**config.mk**
```make
export PLATFORM = sky130hd
export DESIGN_NAME = jbm_monitor_rx
export DESIGN_NICKNAME = d
export VERILOG_FILES = /design/src/pkg/jbm_pkg.sv /design/src/core/jbm_fifo.sv /design/src/core/jbm_short_filter.sv /design/src/core/jbm_monitor_rx.sv
export VERILOG_INCLUDE_DIRS = /design/src /design/src/pkg
export SDC_FILE = /design/constraint.sdc
export NUM_CORES = 1
export LEC_CHECK = 0
export BUFFER_PORTS_ARGS = -buffer_cell sky130_fd_sc_hd__buf_2
export CAP_MARGIN = 30
export CORE_MARGIN = 5
export CORE_UTILIZATION = 55
export CTS_BUF_LIST = sky130_fd_sc_hd__clkbuf_8
export CTS_CLUSTER_SIZE = 40
export DETAILED_ROUTE_END_ITERATION = 6
export PLACE_DENSITY = 0.72
export SLEW_MARGIN = 0
export SYNTH_ARGS = -nofsm -noshare
export SYNTH_HDL_FRONTEND = slang
export SYNTH_SLANG_ARGS = --single-unit
```
**constraint.sdc**
```tcl
create_clock -name i_clock -period 3.37 [get_ports i_clock]
set_input_delay 0.5055 -clock i_clock [delete_from_list [all_inputs] [get_ports i_clock]]
set_output_delay 0.5055 -clock i_clock [all_outputs]
set_load 0.01 [all_outputs]
```
**src/pkg/jbm_defines.svh**
```systemverilog
`ifndef JBM_DEFINES_SVH
`define JBM_DEFINES_SVH

// register offsets
`define JBM_REG_RX_FIRST 8'h15
`define JBM_REG_RX_LAST 8'h1C
`define JBM_REG_MODE 8'h2A
`define JBM_REG_NODE_ADDR 8'h2B
`define JBM_REG_FUNC_ADDR 8'h2C
`define JBM_REG_RX_LEN 8'h2D
`define JBM_REG_IRQ 8'h2E
`define JBM_REG_IE 8'h2F
`define JBM_REG_FAULT 8'h30
`define JBM_REG_OVF_BYTE 8'h3C

// fields and reset values
`define JBM_DIV_MSB 7
`define JBM_DIV_LSB 5
`define JBM_DIV_ENTRY 3'h7
`define JBM_ENTRY_PULSES 3'h4
`define JBM_MON_BIT 0
`define JBM_MODE_RST 8'h00
`define JBM_ADDR_RST 8'h00
`define JBM_RX_BYTES 8
`define JBM_FIFO_DEPTH 8

// timing
`define JBM_CLK_PERIOD_NS 4
`define JBM_SHORT_DET_NS 5000
`define JBM_LONG_DET_NS 48000
`define JBM_SHORT_DET_CYC \
  ((`JBM_SHORT_DET_NS + `JBM_CLK_PERIOD_NS - 1) / `JBM_CLK_PERIOD_NS)
`define JBM_LONG_DET_CYC \
  ((`JBM_LONG_DET_NS + `JBM_CLK_PERIOD_NS - 1) / `JBM_CLK_PERIOD_NS)
`define JBM_DET_CNT_W 14

`endif

```
**src/pkg/jbm_pkg.sv**
```systemverilog
package jbm_pkg;

  typedef struct packed {
    logic sof;
    logic eof;
    logic [7:0] data;
  } jbm_rxw_s;

  typedef enum logic [1:0] {
    JBM_IDLE = 2'h0,
    JBM_RECV = 2'h1,
    JBM_DROP = 2'h2
  } jbm_rx_state_e;

  typedef struct packed {
    logic [1:0] sync;
    logic [13:0] cnt;
    logic flag;
  } jbm_filt_s;

  typedef struct packed {
    logic [2:0] ale_q;
    logic [2:0] cs_q;
    logic [2:0] rd_q;
    logic [2:0] wr_q;
    logic [1:0][7:0] ad_q;
    logic [7:0] addr_r;
    logic [7:0] mode_r;
    logic [7:0] node_addr_r;
    logic [7:0] func_addr_r;
    logic [2:0] entry_cnt_r;
    logic monitor_r;
    logic [8:0][7:0] rx_r;
    logic [7:0] rx_len_r;
    logic rx_full_r;
    logic mon_irq_r;
    logic mon_ie_r;
    logic [7:0] rd_data_r;
    logic rd_oe_r;
    jbm_rx_state_e st_r;
    logic [7:0] cnt_r;
    logic own_hit_r;
    logic ifr_r;
  } jbm_state_s;

endpackage : jbm_pkg

```
**src/core/jbm_fifo.sv**
```systemverilog
`timescale 1ns/1ps
module jbm_fifo #(
  parameter int WIDTH = 10,
  parameter int DEPTH = 8
) (
  input wire logic i_clock,
  input wire logic i_sys_rst,
  input wire logic i_in_valid,
  output logic o_in_ready,
  input wire logic [WIDTH-1:0] i_in_data,
  output logic o_out_valid,
  input wire logic i_out_ready,
  output logic [WIDTH-1:0] o_out_data
);
  localparam int AW = $clog2(DEPTH);

  typedef struct packed {
    logic [DEPTH-1:0][WIDTH-1:0] mem;
    logic [AW-1:0] wp;
    logic [AW-1:0] rp;
    logic [AW:0] level;
  } jbm_fifo_s;

  jbm_fifo_s s_r;
  jbm_fifo_s s_nxt;
  logic push;
  logic pop;

  // full and empty come straight from the level count
  assign o_in_ready = (s_r.level != (AW+1)'(DEPTH));
  assign o_out_valid = (s_r.level != '0);
  assign o_out_data = s_r.mem[s_r.rp];
  assign push = i_in_valid && o_in_ready;
  assign pop = o_out_valid && i_out_ready;

  always_comb begin
    s_nxt = s_r;
    if (push) begin
      s_nxt.mem[s_r.wp] = i_in_data;
      s_nxt.wp = (s_r.wp == AW'(DEPTH - 1)) ? '0 : s_r.wp + 1'b1;
    end
    if (pop) begin
      s_nxt.rp = (s_r.rp == AW'(DEPTH - 1)) ? '0 : s_r.rp + 1'b1;
    end
    s_nxt.level = s_r.level + (AW+1)'(push) - (AW+1)'(pop);
  end

  always_ff @(posedge i_clock) begin
    if (i_sys_rst) begin
      s_r <= '0;
    end else begin
      s_r <= s_nxt;
    end
  end
endmodule : jbm_fifo

```
**src/core/jbm_short_filter.sv**
```systemverilog
`timescale 1ns/1ps
`include "jbm_defines.svh"
module jbm_short_filter import jbm_pkg::*; #(
  parameter logic [`JBM_DET_CNT_W-1:0] THRESHOLD = 14'h04E2
) (
  input wire logic i_clock,
  input wire logic i_sys_rst,
  input wire logic i_fault_pin,
  output logic o_flag
);
  jbm_filt_s s_r;
  jbm_filt_s s_nxt;

  // a fault level must persist without a break; any gap restarts it
  always_comb begin
    s_nxt = s_r;
    s_nxt.sync = {s_r.sync[0], i_fault_pin};
    if (!s_r.sync[1]) begin
      s_nxt.cnt = '0;
      s_nxt.flag = 1'b0;
    end else if (s_r.cnt < THRESHOLD) begin
      s_nxt.cnt = s_r.cnt + 1'b1;
    end else begin
      s_nxt.flag = 1'b1;
    end
  end

  assign o_flag = s_r.flag;

  always_ff @(posedge i_clock) begin
    if (i_sys_rst) begin
      s_r <= '0;
    end else begin
      s_r <= s_nxt;
    end
  end
endmodule : jbm_short_filter

```
**src/core/jbm_monitor_rx.sv**
```systemverilog
`timescale 1ns/1ps
`include "jbm_defines.svh"
module jbm_monitor_rx import jbm_pkg::*; #(
  parameter int LONG_DET_CYC = `JBM_LONG_DET_CYC
) (
  input wire logic i_clock,
  input wire logic i_sys_rst,
  input wire logic i_ale,
  input wire logic i_cs_n,
  input wire logic i_rd_n,
  input wire logic i_wr_n,
  input wire logic [7:0] i_ad,
  output logic [7:0] o_ad,
  output logic o_ad_oe_n,
  input wire logic i_rx_valid,
  output logic o_rx_ready,
  input wire logic [7:0] i_rx_data,
  input wire logic i_rx_sof,
  input wire logic i_rx_eof,
  input wire logic [3:0] i_short_pin,
  output logic [3:0] o_short,
  output logic o_ifr_request,
  output logic o_monitor_mode,
  output logic o_monitor_event
);
  ////////////////////////////////////////////////////////////////////////
  localparam logic [`JBM_DET_CNT_W-1:0] SHORT_TH =
    `JBM_DET_CNT_W'(`JBM_SHORT_DET_CYC);
  localparam logic [`JBM_DET_CNT_W-1:0] LONG_TH =
    `JBM_DET_CNT_W'(LONG_DET_CYC);

  jbm_state_s s_r;
  jbm_state_s s_nxt;
  jbm_rxw_s fifo_in;
  jbm_rxw_s fifo_out;
  logic fifo_valid;
  logic fifo_pop_ready;
  logic [3:0] short_flags;

  ////////////////////////////////////////////////////////////////////////
  // pin 0 pos-gnd, 1 pos-supply, 2 neg-gnd, 3 neg-supply
  genvar gi;
  generate
    for (gi = 0; gi < 4; gi++) begin : g_short
      jbm_short_filter #(
        .THRESHOLD((gi == 0 || gi == 3) ? SHORT_TH : LONG_TH)
      ) u_filt (
        .i_clock(i_clock),
        .i_sys_rst(i_sys_rst),
        .i_fault_pin(i_short_pin[gi]),
        .o_flag(short_flags[gi])
      );
    end
  endgenerate

  ////////////////////////////////////////////////////////////////////////
  assign fifo_in = '{sof: i_rx_sof, eof: i_rx_eof, data: i_rx_data};
  // draining stops while an unread frame sits in the buffer
  assign fifo_pop_ready = !s_r.rx_full_r;

  jbm_fifo #(
    .WIDTH($bits(jbm_rxw_s)),
    .DEPTH(`JBM_FIFO_DEPTH)
  ) u_fifo (
    .i_clock(i_clock),
    .i_sys_rst(i_sys_rst),
    .i_in_valid(i_rx_valid),
    .o_in_ready(o_rx_ready),
    .i_in_data(fifo_in),
    .o_out_valid(fifo_valid),
    .i_out_ready(fifo_pop_ready),
    .o_out_data(fifo_out)
  );

  ////////////////////////////////////////////////////////////////////////
  logic ale_fall;
  logic rd_fall;
  logic wr_rise;
  logic cs_act;
  logic rd_act;
  logic pop;
  logic irq_clr;
  logic [7:0] wdata;
  logic [7:0] rmux;
  logic [3:0] idx;
  logic own_match;
  logic any_match;

  always_comb begin
    s_nxt = s_r;
    // second stage feeds only the third and the decode below
    s_nxt.ale_q = {s_r.ale_q[1:0], i_ale};
    s_nxt.cs_q = {s_r.cs_q[1:0], i_cs_n};
    s_nxt.rd_q = {s_r.rd_q[1:0], i_rd_n};
    s_nxt.wr_q = {s_r.wr_q[1:0], i_wr_n};
    s_nxt.ad_q = {s_r.ad_q[0], i_ad};
    cs_act = !s_r.cs_q[1];
    rd_act = cs_act && !s_r.rd_q[1];
    ale_fall = s_r.ale_q[2] && !s_r.ale_q[1];
    rd_fall = s_r.rd_q[2] && !s_r.rd_q[1] && cs_act;
    wr_rise = !s_r.wr_q[2] && s_r.wr_q[1] && cs_act;
    wdata = s_r.ad_q[1];
    irq_clr = 1'b0;
    s_nxt.ifr_r = 1'b0;

    // address latch and mode entry pulses
    if (ale_fall) begin
      s_nxt.addr_r = wdata;
    end
    if (s_r.mode_r[`JBM_DIV_MSB:`JBM_DIV_LSB] != `JBM_DIV_ENTRY) begin
      s_nxt.entry_cnt_r = '0;
    end else if (ale_fall && cs_act) begin
      if (s_r.entry_cnt_r == `JBM_ENTRY_PULSES - 3'h1) begin
        s_nxt.monitor_r = 1'b1;
        s_nxt.entry_cnt_r = '0;
      end else begin
        s_nxt.entry_cnt_r = s_r.entry_cnt_r + 3'h1;
      end
    end

    // host writes
    if (wr_rise) begin
      case (s_r.addr_r)
        `JBM_REG_MODE: s_nxt.mode_r = wdata;
        `JBM_REG_NODE_ADDR: s_nxt.node_addr_r = wdata;
        `JBM_REG_FUNC_ADDR: s_nxt.func_addr_r = wdata;
        `JBM_REG_IRQ: irq_clr = wdata[`JBM_MON_BIT];
        `JBM_REG_IE: s_nxt.mon_ie_r = wdata[`JBM_MON_BIT];
        default: begin
        end
      endcase
    end

    // host read mux
    idx = 4'(s_r.addr_r - `JBM_REG_RX_FIRST);
    case (s_r.addr_r)
      `JBM_REG_MODE: rmux = s_r.mode_r;
      `JBM_REG_NODE_ADDR: rmux = s_r.node_addr_r;
      `JBM_REG_FUNC_ADDR: rmux = s_r.func_addr_r;
      `JBM_REG_RX_LEN: rmux = s_r.rx_len_r;
      `JBM_REG_IRQ: rmux = {7'h00, s_r.mon_irq_r && s_r.monitor_r};
      `JBM_REG_IE: rmux = {7'h00, s_r.mon_ie_r};
      `JBM_REG_FAULT: rmux = {4'h0, short_flags};
      `JBM_REG_OVF_BYTE: rmux = s_r.rx_r[8];
      default: begin
        if (s_r.addr_r >= `JBM_REG_RX_FIRST &&
            s_r.addr_r <= `JBM_REG_RX_LAST) begin
          rmux = s_r.rx_r[idx];
        end else begin
          rmux = 8'h00;
        end
      end
    endcase
    if (rd_fall) begin
      s_nxt.rd_data_r = rmux;
      // reading the length hands the buffer back to the receiver
      if (s_r.addr_r == `JBM_REG_RX_LEN) begin
        s_nxt.rx_full_r = 1'b0;
      end
    end
    s_nxt.rd_oe_r = rd_act;

    // frame capture
    pop = fifo_valid && fifo_pop_ready;
    own_match = (fifo_out.data == s_r.node_addr_r);
    any_match = own_match || (fifo_out.data == s_r.func_addr_r);
    if (irq_clr) begin
      s_nxt.mon_irq_r = 1'b0;
    end
    if (pop) begin
      if (fifo_out.sof || s_r.st_r == JBM_RECV) begin
        if (fifo_out.sof) begin
          s_nxt.cnt_r = 8'h01;
          s_nxt.own_hit_r = 1'b0;
          s_nxt.st_r = JBM_RECV;
          s_nxt.rx_r[0] = fifo_out.data;
        end else begin
          s_nxt.cnt_r = (s_r.cnt_r == 8'hFF) ? 8'hFF : s_r.cnt_r + 8'h01;
          if (s_r.cnt_r < 8'(`JBM_RX_BYTES)) begin
            s_nxt.rx_r[s_r.cnt_r[3:0]] = fifo_out.data;
          end else if (s_r.cnt_r == 8'(`JBM_RX_BYTES) &&
                       s_r.monitor_r) begin
            s_nxt.rx_r[8] = fifo_out.data;
          end
          // second header byte is the target address
          if (s_r.cnt_r == 8'h01) begin
            s_nxt.own_hit_r = own_match;
            if (!s_r.monitor_r && !any_match) begin
              s_nxt.st_r = JBM_DROP;
            end
          end
        end
        if (fifo_out.eof && s_nxt.st_r == JBM_RECV) begin
          s_nxt.st_r = JBM_IDLE;
          s_nxt.rx_full_r = 1'b1;
          s_nxt.ifr_r = s_nxt.own_hit_r;
          if (s_r.monitor_r) begin
            s_nxt.rx_len_r = s_nxt.cnt_r;
            s_nxt.mon_irq_r = 1'b1;
          end else begin
            // normal frames drop the trailing CRC from the count
            s_nxt.rx_len_r = s_nxt.cnt_r - 8'h01;
          end
        end
      end else if (s_r.st_r == JBM_DROP && fifo_out.eof) begin
        s_nxt.st_r = JBM_IDLE;
      end
    end
  end

  ////////////////////////////////////////////////////////////////////////
  assign o_ad = s_r.rd_data_r;
  assign o_ad_oe_n = !s_r.rd_oe_r;
  assign o_short = short_flags;
  assign o_ifr_request = s_r.ifr_r;
  assign o_monitor_mode = s_r.monitor_r;
  assign o_monitor_event =
    s_r.mon_irq_r && s_r.monitor_r && s_r.mon_ie_r;

  always_ff @(posedge i_clock) begin
    if (i_sys_rst) begin
      s_r <= '0;
      s_r.ale_q <= 3'h0;
      s_r.cs_q <= 3'h7;
      s_r.rd_q <= 3'h7;
      s_r.wr_q <= 3'h7;
      s_r.mode_r <= `JBM_MODE_RST;
      s_r.node_addr_r <= `JBM_ADDR_RST;
      s_r.func_addr_r <= `JBM_ADDR_RST;
      s_r.st_r <= JBM_IDLE;
    end else begin
      s_r <= s_nxt;
    end
  end
endmodule : jbm_monitor_rx

```
**Yosys cells after proc, flatten, opt, wreduce, memory -nomap -nowiden**

Index checks and enable logic that the tools add are counted.

- Add/sub/neg operators: 12
- $lt $le $gt $ge: 13
- Equality and inequality tests: 21
- Mux-type cells: 39
- Bitwise logic cells: 9
- Reductions and logical operators: 49

Operator list:

| kind | number |
|---|---|
| bitwise mux 80 bit | 1 |
| bitwise mux 72 bit | 1 |
| 2-to-1 mux 8 bit | 9 |
| == test 8 x 6 -> 1 bit, second input constant | 8 |
| case mux 8 bit (8 select lines) | 1 |
| adder 14 x 1 -> 14 bit, second input constant | 4 |
| 2-to-1 mux 11 bit | 3 |
| binary-select mux 8 bit (select 4 bit) | 1 |
| demux 8 bit (select 4 bit) | 1 |
| binary-select mux 10 bit (select 3 bit) | 1 |
| demux 10 bit (select 3 bit) | 1 |
| less-than comparator 14 x 11 -> 1 bit, second input constant | 2 |
| less-than comparator 14 bit, second input constant | 2 |
| 2-to-1 mux 10 bit | 2 |
| logical AND 1 bit | 18 |
| == test 8 bit | 2 |
| 2-to-1 mux 2 bit | 8 |
| AND reduction 2 bit | 6 |
| less-than comparator 4 x 5 -> 1 bit, second input constant | 2 |
| OR reduction 2 bit | 5 |
| adder 3 x 1 -> 3 bit, second input constant | 3 |
| 2-to-1 mux 3 bit | 3 |
| NOT 1 bit | 9 |
| AND reduction 3 bit | 3 |
| other kinds (27) | 47 |

- Register bits: 325
- Input port bits: 29
- Output and inout port bits: 17

**Depth between registers and ports, before layout**

Gate-level depths: netlist (run 1).

- Depth in word-level cells: 16
- Gate-level depth with buffers: 13

**Modules after synthesis**

Synthesis (run 1) repeated with hierarchy kept, for this count alone.

- Cell total of the unflattened synthesis: 1,543
- Area, all modules: 15,203.3 um^2

By module, submodules not included:

| module | times used | cells an instance | area each (um^2) | sequential area each (um^2) |
|---|---|---|---|---|
| jbm_monitor_rx | 1 | 838 | 7,758.7 | 3,343.2 |
| jbm_fifo | 1 | 387 | 4,461.8 | 1,801.7 |
| jbm_short_filter at g_short[1].u_filt ... | 2 | 83 | 764.5 | 340.3 |
| jbm_short_filter at g_short[0].u_filt ... | 2 | 76 | 726.9 | 340.3 |

**Worst setup path after synthesis (run 1)**

Ideal clock, no wire load.

- Path type: register -> register
- From: reg s_r[132] in the netlist's numbering
- To: reg s_r (netlist bit o_ad[0])
- Data arrival time: 2,763 ps
- Data required time: 3,279 ps
- Setup slack: 516 ps
- Cell stages (with the launch flop): 11
- Clock period less this slack: 2,854 ps
- Path through: dfxtp_1 > clkbuf_1 > inv_1 > ha_1 > xor2_1 > and3_1 > clkbuf_1 > nand3_1 > o21ai_0 > nand2_1 > a311oi_1

- Word-level cells in the longest chain between the ends: 5
- Elaborated cells between the ends (all ways): 16

RTL lines:

| element | line | source |
|---|---|---|
| start: declaration | jbm_monitor_rx.sv:32 | `jbm_state_s s_r;` |
| start signal: assignment | jbm_monitor_rx.sv:232 | `s_r <= s_nxt;` |
| subtractor 4 x 3 -> 4 bit (no line) | - |  |
| binary-select mux 8 bit (select 4 bit) | jbm_monitor_rx.sv:148 | `rmux = s_r.rx_r[idx];` |
| 2-to-1 mux 8 bit (implied by the code) | jbm_monitor_rx.sv:148 |  |
| 2-to-1 mux 8 bit | jbm_monitor_rx.sv:146 | `` if (s_r.addr_r >= `JBM_REG_RX_FIRST && `` |
| case mux 8 bit (8 select lines) * | jbm_monitor_rx.sv:136 | `case (s_r.addr_r)` |

Mark *: on every way between the ends. The rest lies on a longest branch, timed or not. The select of a mux whose other input is x is not followed.
A chain may end at the register's enable or synchronous reset.

**Final worst setup path (run 1)**

- From: reg u_fifo.s_r[6] in the netlist's numbering
- To: reg s_r[28] in the netlist's numbering

- Word-level cells in the longest chain between the ends: 14
- Elaborated cells between the ends (all ways): 18

RTL lines:

| element | line | source |
|---|---|---|
| start: declaration | jbm_fifo.sv:24 | `jbm_fifo_s s_r;` |
| start signal: assignment | jbm_fifo.sv:52 | `s_r <= s_nxt;` |
| binary-select mux 10 bit (select 3 bit) * | jbm_fifo.sv:32 | `assign o_out_data = s_r.mem[s_r.rp];` |
| 2-to-1 mux 10 bit (implied by the code) * | jbm_fifo.sv:32 |  |
| == test 8 bit (on tied branches) | jbm_monitor_rx.sv:165, jbm_monitor_rx.sv:166 |  |
| logical OR 1 bit | jbm_monitor_rx.sv:166 | `any_match = own_match \|\| (fifo_out.data == s_r.func_addr_r);` |
| logical NOT 1 bit | jbm_monitor_rx.sv:188 | `if (!s_r.monitor_r && !any_match) begin` |
| logical AND 1 bit | jbm_monitor_rx.sv:188 |  |
| 2-to-1 mux 2 bit | jbm_monitor_rx.sv:188 |  |
| 2-to-1 mux 2 bit | jbm_monitor_rx.sv:186 | `if (s_r.cnt_r == 8'h01) begin` |
| 2-to-1 mux 11 bit | jbm_monitor_rx.sv:172 | `if (fifo_out.sof) begin` |
| 2-to-1 mux 11 bit | jbm_monitor_rx.sv:171 | `if (fifo_out.sof \|\| s_r.st_r == JBM_RECV) begin` |
| 2-to-1 mux 11 bit | jbm_monitor_rx.sv:170 | `if (pop) begin` |
| == test 2 x 1 -> 1 bit | jbm_monitor_rx.sv:193 | `if (fifo_out.eof && s_nxt.st_r == JBM_RECV) begin` |
| logical AND 1 bit | jbm_monitor_rx.sv:193 |  |
| AND reduction 3 bit (no line) | - |  |

Marks and branches as above.

==> results.py, run 1 <==
metrics = {
    "run_status": {
        "outcome": "complete, no violations",
    },
    "logic_synthesis": {
        "syn_area_um2": 14500,
        "synth.most_common_cell": "dfxtp_1",
        "avgSynthCellArea_um2": 9.08,
        "synthTopCellsByCount": "dfxtp_1, nor2_1, nand2_1",
        "synth-main-ff-cell": "dfxtp_1",
        "yosys-top-cells-area": "dfxtp_1, mux2i_1, nor2_1",
        "synth.distinct_cells": 81,
        "syn_inst": 1601,
        "synth_edf_count": 0,
        "yosysTopAreaCellShare_pct": 44.7,
        "synth_nets": 1656,
        "yosysSeqAreaShare_pct": 44.7,
        "synth_async_sr_flop_share_pct": 0,
        "yosys_register_bits": 325,
        "yosysTopAreaCell": "dfxtp_1",
        "synth_warnings": 0,
    },
    "critical_path": {
        "timing.critical_path.required_ns": 3.85,
        "critical_path_arrival_ns": 3.54,
        "worst-path-max-fanout": 10,
        "start_kind": "flop",
        "crit_start": "u_fifo.s_r[6]$_SDFFE_PP0P_",
        "crit_type": "reg2reg",
        "end_kind": "flop",
        "timing.rr.start": "u_fifo.s_r[6]$_SDFFE_PP0P_",
        "r2r_cells": 7,
    },
    "timing": {
        "fin_skew_ns": 0.0141,
        "slew_violations": 0,
        "finalSetupViolCount": 0,
        "max_slew_margin_pct": 38.8,
        "rsz0062_at_grt": "no",
        "worst_pin_slew_ns": 0.917,
        "min_period_ns": 3.07,
        "timing.final.crit_share_pct": 91.0,
        "clock.fmax_mhz": 326,
        "hold_viol": 0,
        "fin_setup_tns_ns": 0,
    },
    "placement": {
        "place_congestion": 0.936,
        "port_buffers": 45,
        "place_hpwl_um": 23700,
    },
    "clocking": {
        "cts_buffer_depth": 3,
        "tritoncts": "built",
        "clk_pin_slew_worst_paths_ns": 0.06,
        "cts.sinks": 325,
        "htreeDepth": 2,
        "clk_latency_ns": 0.58,
        "numCtsBuffers": 52,
        "cts_root_buf": "clkbuf_8",
    },
    "die": {
        "num_io_pins": 46,
        "die_w_um": 173,
        "die-area_um2": 29800,
        "start_util_pct": 55.8,
        "num_rows": 59,
        "core-area_um2": 26100,
        "die_y_um": 173,
    },
    "drt": {
        "dr.max_layer_used": "met4",
        "vias_per_cell": 5.71,
        "wl_um": 34500,
        "ant_nets": 0,
        "routedWlPerCell_um": 17.3,
        "drt_iter0_drc": 874,
        "drtPass1Iterations": 6,
        "post-route-drc-count": 0,
        "met1_length_um": 15400,
        "met3_length_um": 2020,
        "routed-wl-met2_um": 16000,
        "vias": 11400,
    },
    "global_routing": {
        "grt_overflow_total": 0,
        "grt_first_pass_wirelength_um": 57100,
        "grt_max_degree": 138,
        "grt_pass1_vias": 11000,
        "antenna_found_initial": 0,
        "grt_use_total_pct": 22.6,
    },
    "finish": {
        "area_delta_synth_final_pct": 10.6,
        "drive_gt1_share_pct": 13.9,
        "diodes": 0,
        "fill_cells": 2168,
        "nNetsFinal": 1680,
        "final_util_pct": 61.7,
    },
    "job": {
        "cap_violations": 0,
    },
    "power_and_ir_drop": {
        "peakVddDrop_mv": 0.405,
        "swShare_pct": 28.8,
        "powerDensity_nw_per_um2": 574,
        "clockPowerShare_pct": 37.9,
        "combPwrFrac_pct": 17.8,
        "p_seq_share_pct": 44.3,
        "internal_power_uw": 6570,
        "switching_power_uw": 2660,
        "p_leak_uw": 0.00625,
    },
    "worst_hold_path": {
        "hold_path_class": "in2reg",
        "hold_start": "i_cs_n",
        "holdPathStages": 2,
    },
}
==> path summary, 6_finish.rpt <==
check / end / slack [ns]
setup / recovery: s_r[28]$_SDFFE_PP0P_ / 0.30
hold / removal: s_nxt[163]$_SDFF_PP1_ / 0.12
setup reg to reg: s_r[28]$_SDFFE_PP0P_ / 0.30
hold reg to reg: s_nxt[164]$_SDFF_PP1_ / 0.40
==> kinds of logic after synthesis <==
| family | after synthesis | synth area share [%] |
|---|---|---|
| and+or+nand+nor | 644 | 20.7 |
| DFF | 325 | 44.7 |
| AOI/OAI and AO/OA | 233 | 10.4 |
| muxes | 163 | 13.6 |
| buffers and inverters | 151 | 4.62 |
| xor gates and xnor gates | 59 | 3.60 |
| adders and majority gates | 26 | 2.29 |
==> repair_timing <==
action | 4_1_cts | 5_1_grt
endpoints found under the hold margin | 0 | 0
endpoints found under the setup margin | 0 | 3
gates resized for setup | 0 | 1
hold buffers | 0 | 0
setup buffers | 0 | 0
==> per-stage QoR <==
step           setup slack (ns)  hold slack [ns]  cells  power (uW)  instance area (um2)
2_1_floorplan             0.516            0.389   1601        5440                14500
5_1_grt                  0.0986            0.113   1997        9680                16100
6_report                  0.302            0.125   1997        9230                16100
4_1_cts                   0.200           0.0978   1997        9300                16100
3_5_place_dp              0.211            0.393   1906        5790                15000
3_3_place_gp              0.315            0.394   1906        5740                15000
==> layout by cell type, fill, tap and decap left out, drive strengths merged, types with 4 or more instances in the layout <==
master  count
dfxtp     325
nor2      216
nand2     193
a21oi     131
mux2i     130
buf        78
clkbuf     70
nand3      60
inv        54
xor2       36
nor2b      31
nor3       29
o21ai      29
mux4       26
ha         25
and3       23
xnor2      23
nand4      18
nor4       13
a221oi     13
nand2b      9
a22oi       9
or2         9
a22o        8
clkinv      7
mux2        7
nand4b      6
and2        6
and4        6
or3         6
nor3b       6
nand3b      5
a31oi       4
a221o       4
nor4b       4
==> worst max-delay path: stages (launching register included) <==
cell      delay, ns
dfxtp_1        0.54
nor2b_1        0.44
a22o_1         0.34
nor3_1         0.08
or4b_4         0.52
o41ai_4        0.52
o31ai_4        0.21
a221oi_2       0.31
==> registers in the layout (all words and copies together), names as in the netlist <==
register / cells
s_r: 133
g_short.u_filt.s_nxt: 4
g_short.u_filt.o_flag: 4
o_ad: 8
wdata: 8
s_nxt: 16
o_monitor_mode: 1
u_fifo.s_r: 90
o_ifr_request: 1
g_short.u_filt.s_r: 60
==> routing by layer <==
metal / global-route usage, % / vias up
met5: 0 / -
met4: 7.33 / 0
met3: 4.02 / 83
met2: 36.0 / 310
met1: 31.4 / 5431
li1: - / 5582
==> power groups by stage <==
stage          clock [uW]  sequential (uW)  combinational, uW
5_1_grt              3770             4110               1810
4_1_cts              3580             4090               1630
3_3_place_gp            0             4170               1570
3_5_place_dp            0             4170               1620
6_report             3500             4090               1640
2_1_floorplan           0             4100               1350
==> area by class of cell <==
cell class	count	area, um2	share of cell area, %
flip-flops and latches	325	6510	40.5
multi-input cells	1125	7400	46.0
well taps	335	419	2.61
clock inverters	22	151	0.941
clock buffers	69	950	5.90
inverters	42	158	0.980
repair buffers	79	502	3.12
Note: power is estimated with default switching activity, not from simulation.
==> run 2, diff against run 1 <==
Settings changed: CTS_BUF_LIST sky130_fd_sc_hd__clkbuf_8 to sky130_fd_sc_hd__clkbuf_4 sky130_fd_sc_hd__clkbuf_8.
==> run 2 against run 1 <==
Sequential share of layout area decreased by 0.10 points. Hold slack worse by 0.0030 ns. First-iteration DRC count fell by 3.7%. Highest routed layer unchanged.
==> results.py, run 2 (synthesized netlist as in run 1, its figures left out) <==
metrics = {
    "clocking": {
        "tritoncts": "built",
        "cts_setup_buffers": 0,
        "numCtsBuffers": 52,
        "cts.sinks": 325,
        "clk_pin_slew_worst_paths_ns": 0.06,
        "cts_hold_buf": 0,
        "post_cts_resized": 0,
        "htreeDepth": 2,
        "clk_latency_ns": 0.58,
        "cts_root_buf": "clkbuf_8",
        "cts_buffer_depth": 3,
    },
    "critical_path": {
        "crit_type": "reg2reg",
        "crit_buf_inv": 0,
        "end_kind": "flop",
        "timing.critical_path.required_ns": 3.79,
        "crit_chain": "nor2b_1 > a22o_1 > nor3_1 > or4b_4 > o41ai_4 > or3_1 > a221oi_2",
        "cp_slowest_stage_delay_ns": 0.55,
        "start_kind": "flop",
        "critPathSlowestCell": "dfxtp_1",
        "worst-path-max-fanout": 10,
        "cp_top_family": "simple AND/OR/NAND/NOR gates",
        "critical_path_arrival_ns": 3.60,
    },
    "timing": {
        "rsz0062_at_grt": "no",
        "max_slew_margin_pct": 38.2,
        "min_period_ns": 3.18,
        "fin_skew_ns": 0.00956,
        "fin_setup_tns_ns": 0,
        "worst_pin_slew_ns": 0.927,
        "finalSetupViolCount": 0,
        "timing.final.crit_share_pct": 94.4,
        "slew_violations": 0,
        "hold_viol": 0,
        "clock.fmax_mhz": 314,
    },
    "global_routing": {
        "grt_use_total_pct": 22.6,
        "antenna_found_initial": 0,
        "grt_max_degree": 138,
        "grt_first_pass_wirelength_um": 57100,
        "grt_overflow_total": 0,
        "grt_pass1_vias": 11000,
    },
    "finish": {
        "reg.largest.list": "s_r: 133 flops, u_fifo.s_r: 90 flops, g_short.u_filt.s_r: 60 flops",
        "largest_reg_flops": 133,
        "layoutNonFillerInstCount": 1997,
        "layout_common_cells": "dfxtp_1, nor2_1, nand2_1, a21oi_1, mux2i_1",
        "diodes": 0,
        "mostFrequentLayoutCell": "dfxtp_1",
        "nNetsFinal": 1680,
        "regMostFlops": "s_r",
        "drive_gt1_share_pct": 14.6,
        "area_delta_synth_final_pct": 10.9,
    },
    "drt": {
        "drtPass1Iterations": 5,
        "vias_per_cell": 5.71,
        "wl_um": 34500,
        "vias": 11400,
        "routedWlPerCell_um": 17.3,
        "ant_nets": 0,
        "post-route-drc-count": 0,
        "drt_iter0_drc": 842,
    },
    "worst_hold_path": {
        "hold_path_class": "in2reg",
    },
    "die": {
        "die_w_um": 173,
        "num_io_pins": 46,
        "start_util_pct": 55.8,
        "die-area_um2": 29800,
        "core-area_um2": 26100,
        "die_y_um": 173,
        "num_rows": 59,
    },
    "placement": {
        "place_congestion": 0.936,
        "port_buffers": 45,
        "place_inst": 1906,
        "place_hpwl_um": 23700,
    },
    "power_and_ir_drop": {
        "powerDensity_nw_per_um2": 581,
        "p_leak_uw": 0.00624,
        "peakVddDrop_mv": 0.364,
    },
    "job": {
        "cap_violations": 0,
    },
    "run_status": {
        "outcome": "complete, no violations",
    },
}
[run 2: worst paths after layout]
kind | start | slack [ns] | endpoint | depth (start not counted)
hold / removal | i_cs_n | 0.12 | s_nxt[163]$_SDFF_PP1_ | 2
hold reg to reg | s_nxt[163]$_SDFF_PP1_ | 0.40 | s_nxt[164]$_SDFF_PP1_ | 1
setup reg to reg | u_fifo.s_r[6]$_SDFFE_PP0P_ | 0.19 | s_r[28]$_SDFFE_PP0P_ | 7
setup / recovery | u_fifo.s_r[6]$_SDFFE_PP0P_ | 0.19 | s_r[28]$_SDFFE_PP0P_ | 7
[run 2: cell type report]
type	instances	area (um2)
fillers	2175	9930
multi-input cells	1125	7390
flip-flops and latches	325	6510
clock buffers	81	1040
repair buffers	79	502
well taps	335	419
inverters	42	158
clock inverters	10	106
[run 2: metal layers]
| layer | wire [um] | vias up | global-route usage (%) |
|---|---|---|---|
| met5 | 0 | - | 0 |
| met4 | 1030 | 0 | 7.40 |
| met3 | 2080 | 77 | 4.19 |
| met2 | 15900 | 316 | 35.9 |
| met1 | 15500 | 5420 | 31.4 |
| li1 | - | 5582 | - |
[run 2: where the power goes]
group | switching [uW] | leakage (uW) | internal, uW | total, uW
clock | 1530 | 0.000608 | 2110 | 3640
combinational | 1000 | 0.00300 | 636 | 1640
sequential | 128 | 0.00263 | 3960 | 4090
[run 2: worst reg2reg max path, stage by stage (launching register included)]
cell and delay (ns):
dfxtp_1 0.55, nor2b_1 0.44, a22o_1 0.34, nor3_1 0.08, or4b_4 0.51, o41ai_4 0.52
or3_1 0.46, a221oi_2 0.11
[run 2: per-stage QoR]
| step | worst slack [ns] | hold WS, ns | power, uW | instance area (um2) | utilization, % |
|---|---|---|---|---|---|
| final | 0.190 | 0.122 | 9370 | 16100 | 61.9 |
| after global routing | 0.00256 | 0.105 | 9810 | 16100 | 61.9 |
| after CTS | 0.200 | 0.0929 | 9440 | 16100 | 61.9 |
| after detailed placement | 0.211 | 0.393 | 5790 | 15000 | 57.5 |
| after global placement | 0.315 | 0.394 | 5740 | 15000 | 57.5 |
| after floorplan | 0.516 | 0.389 | 5440 | 14500 | - |
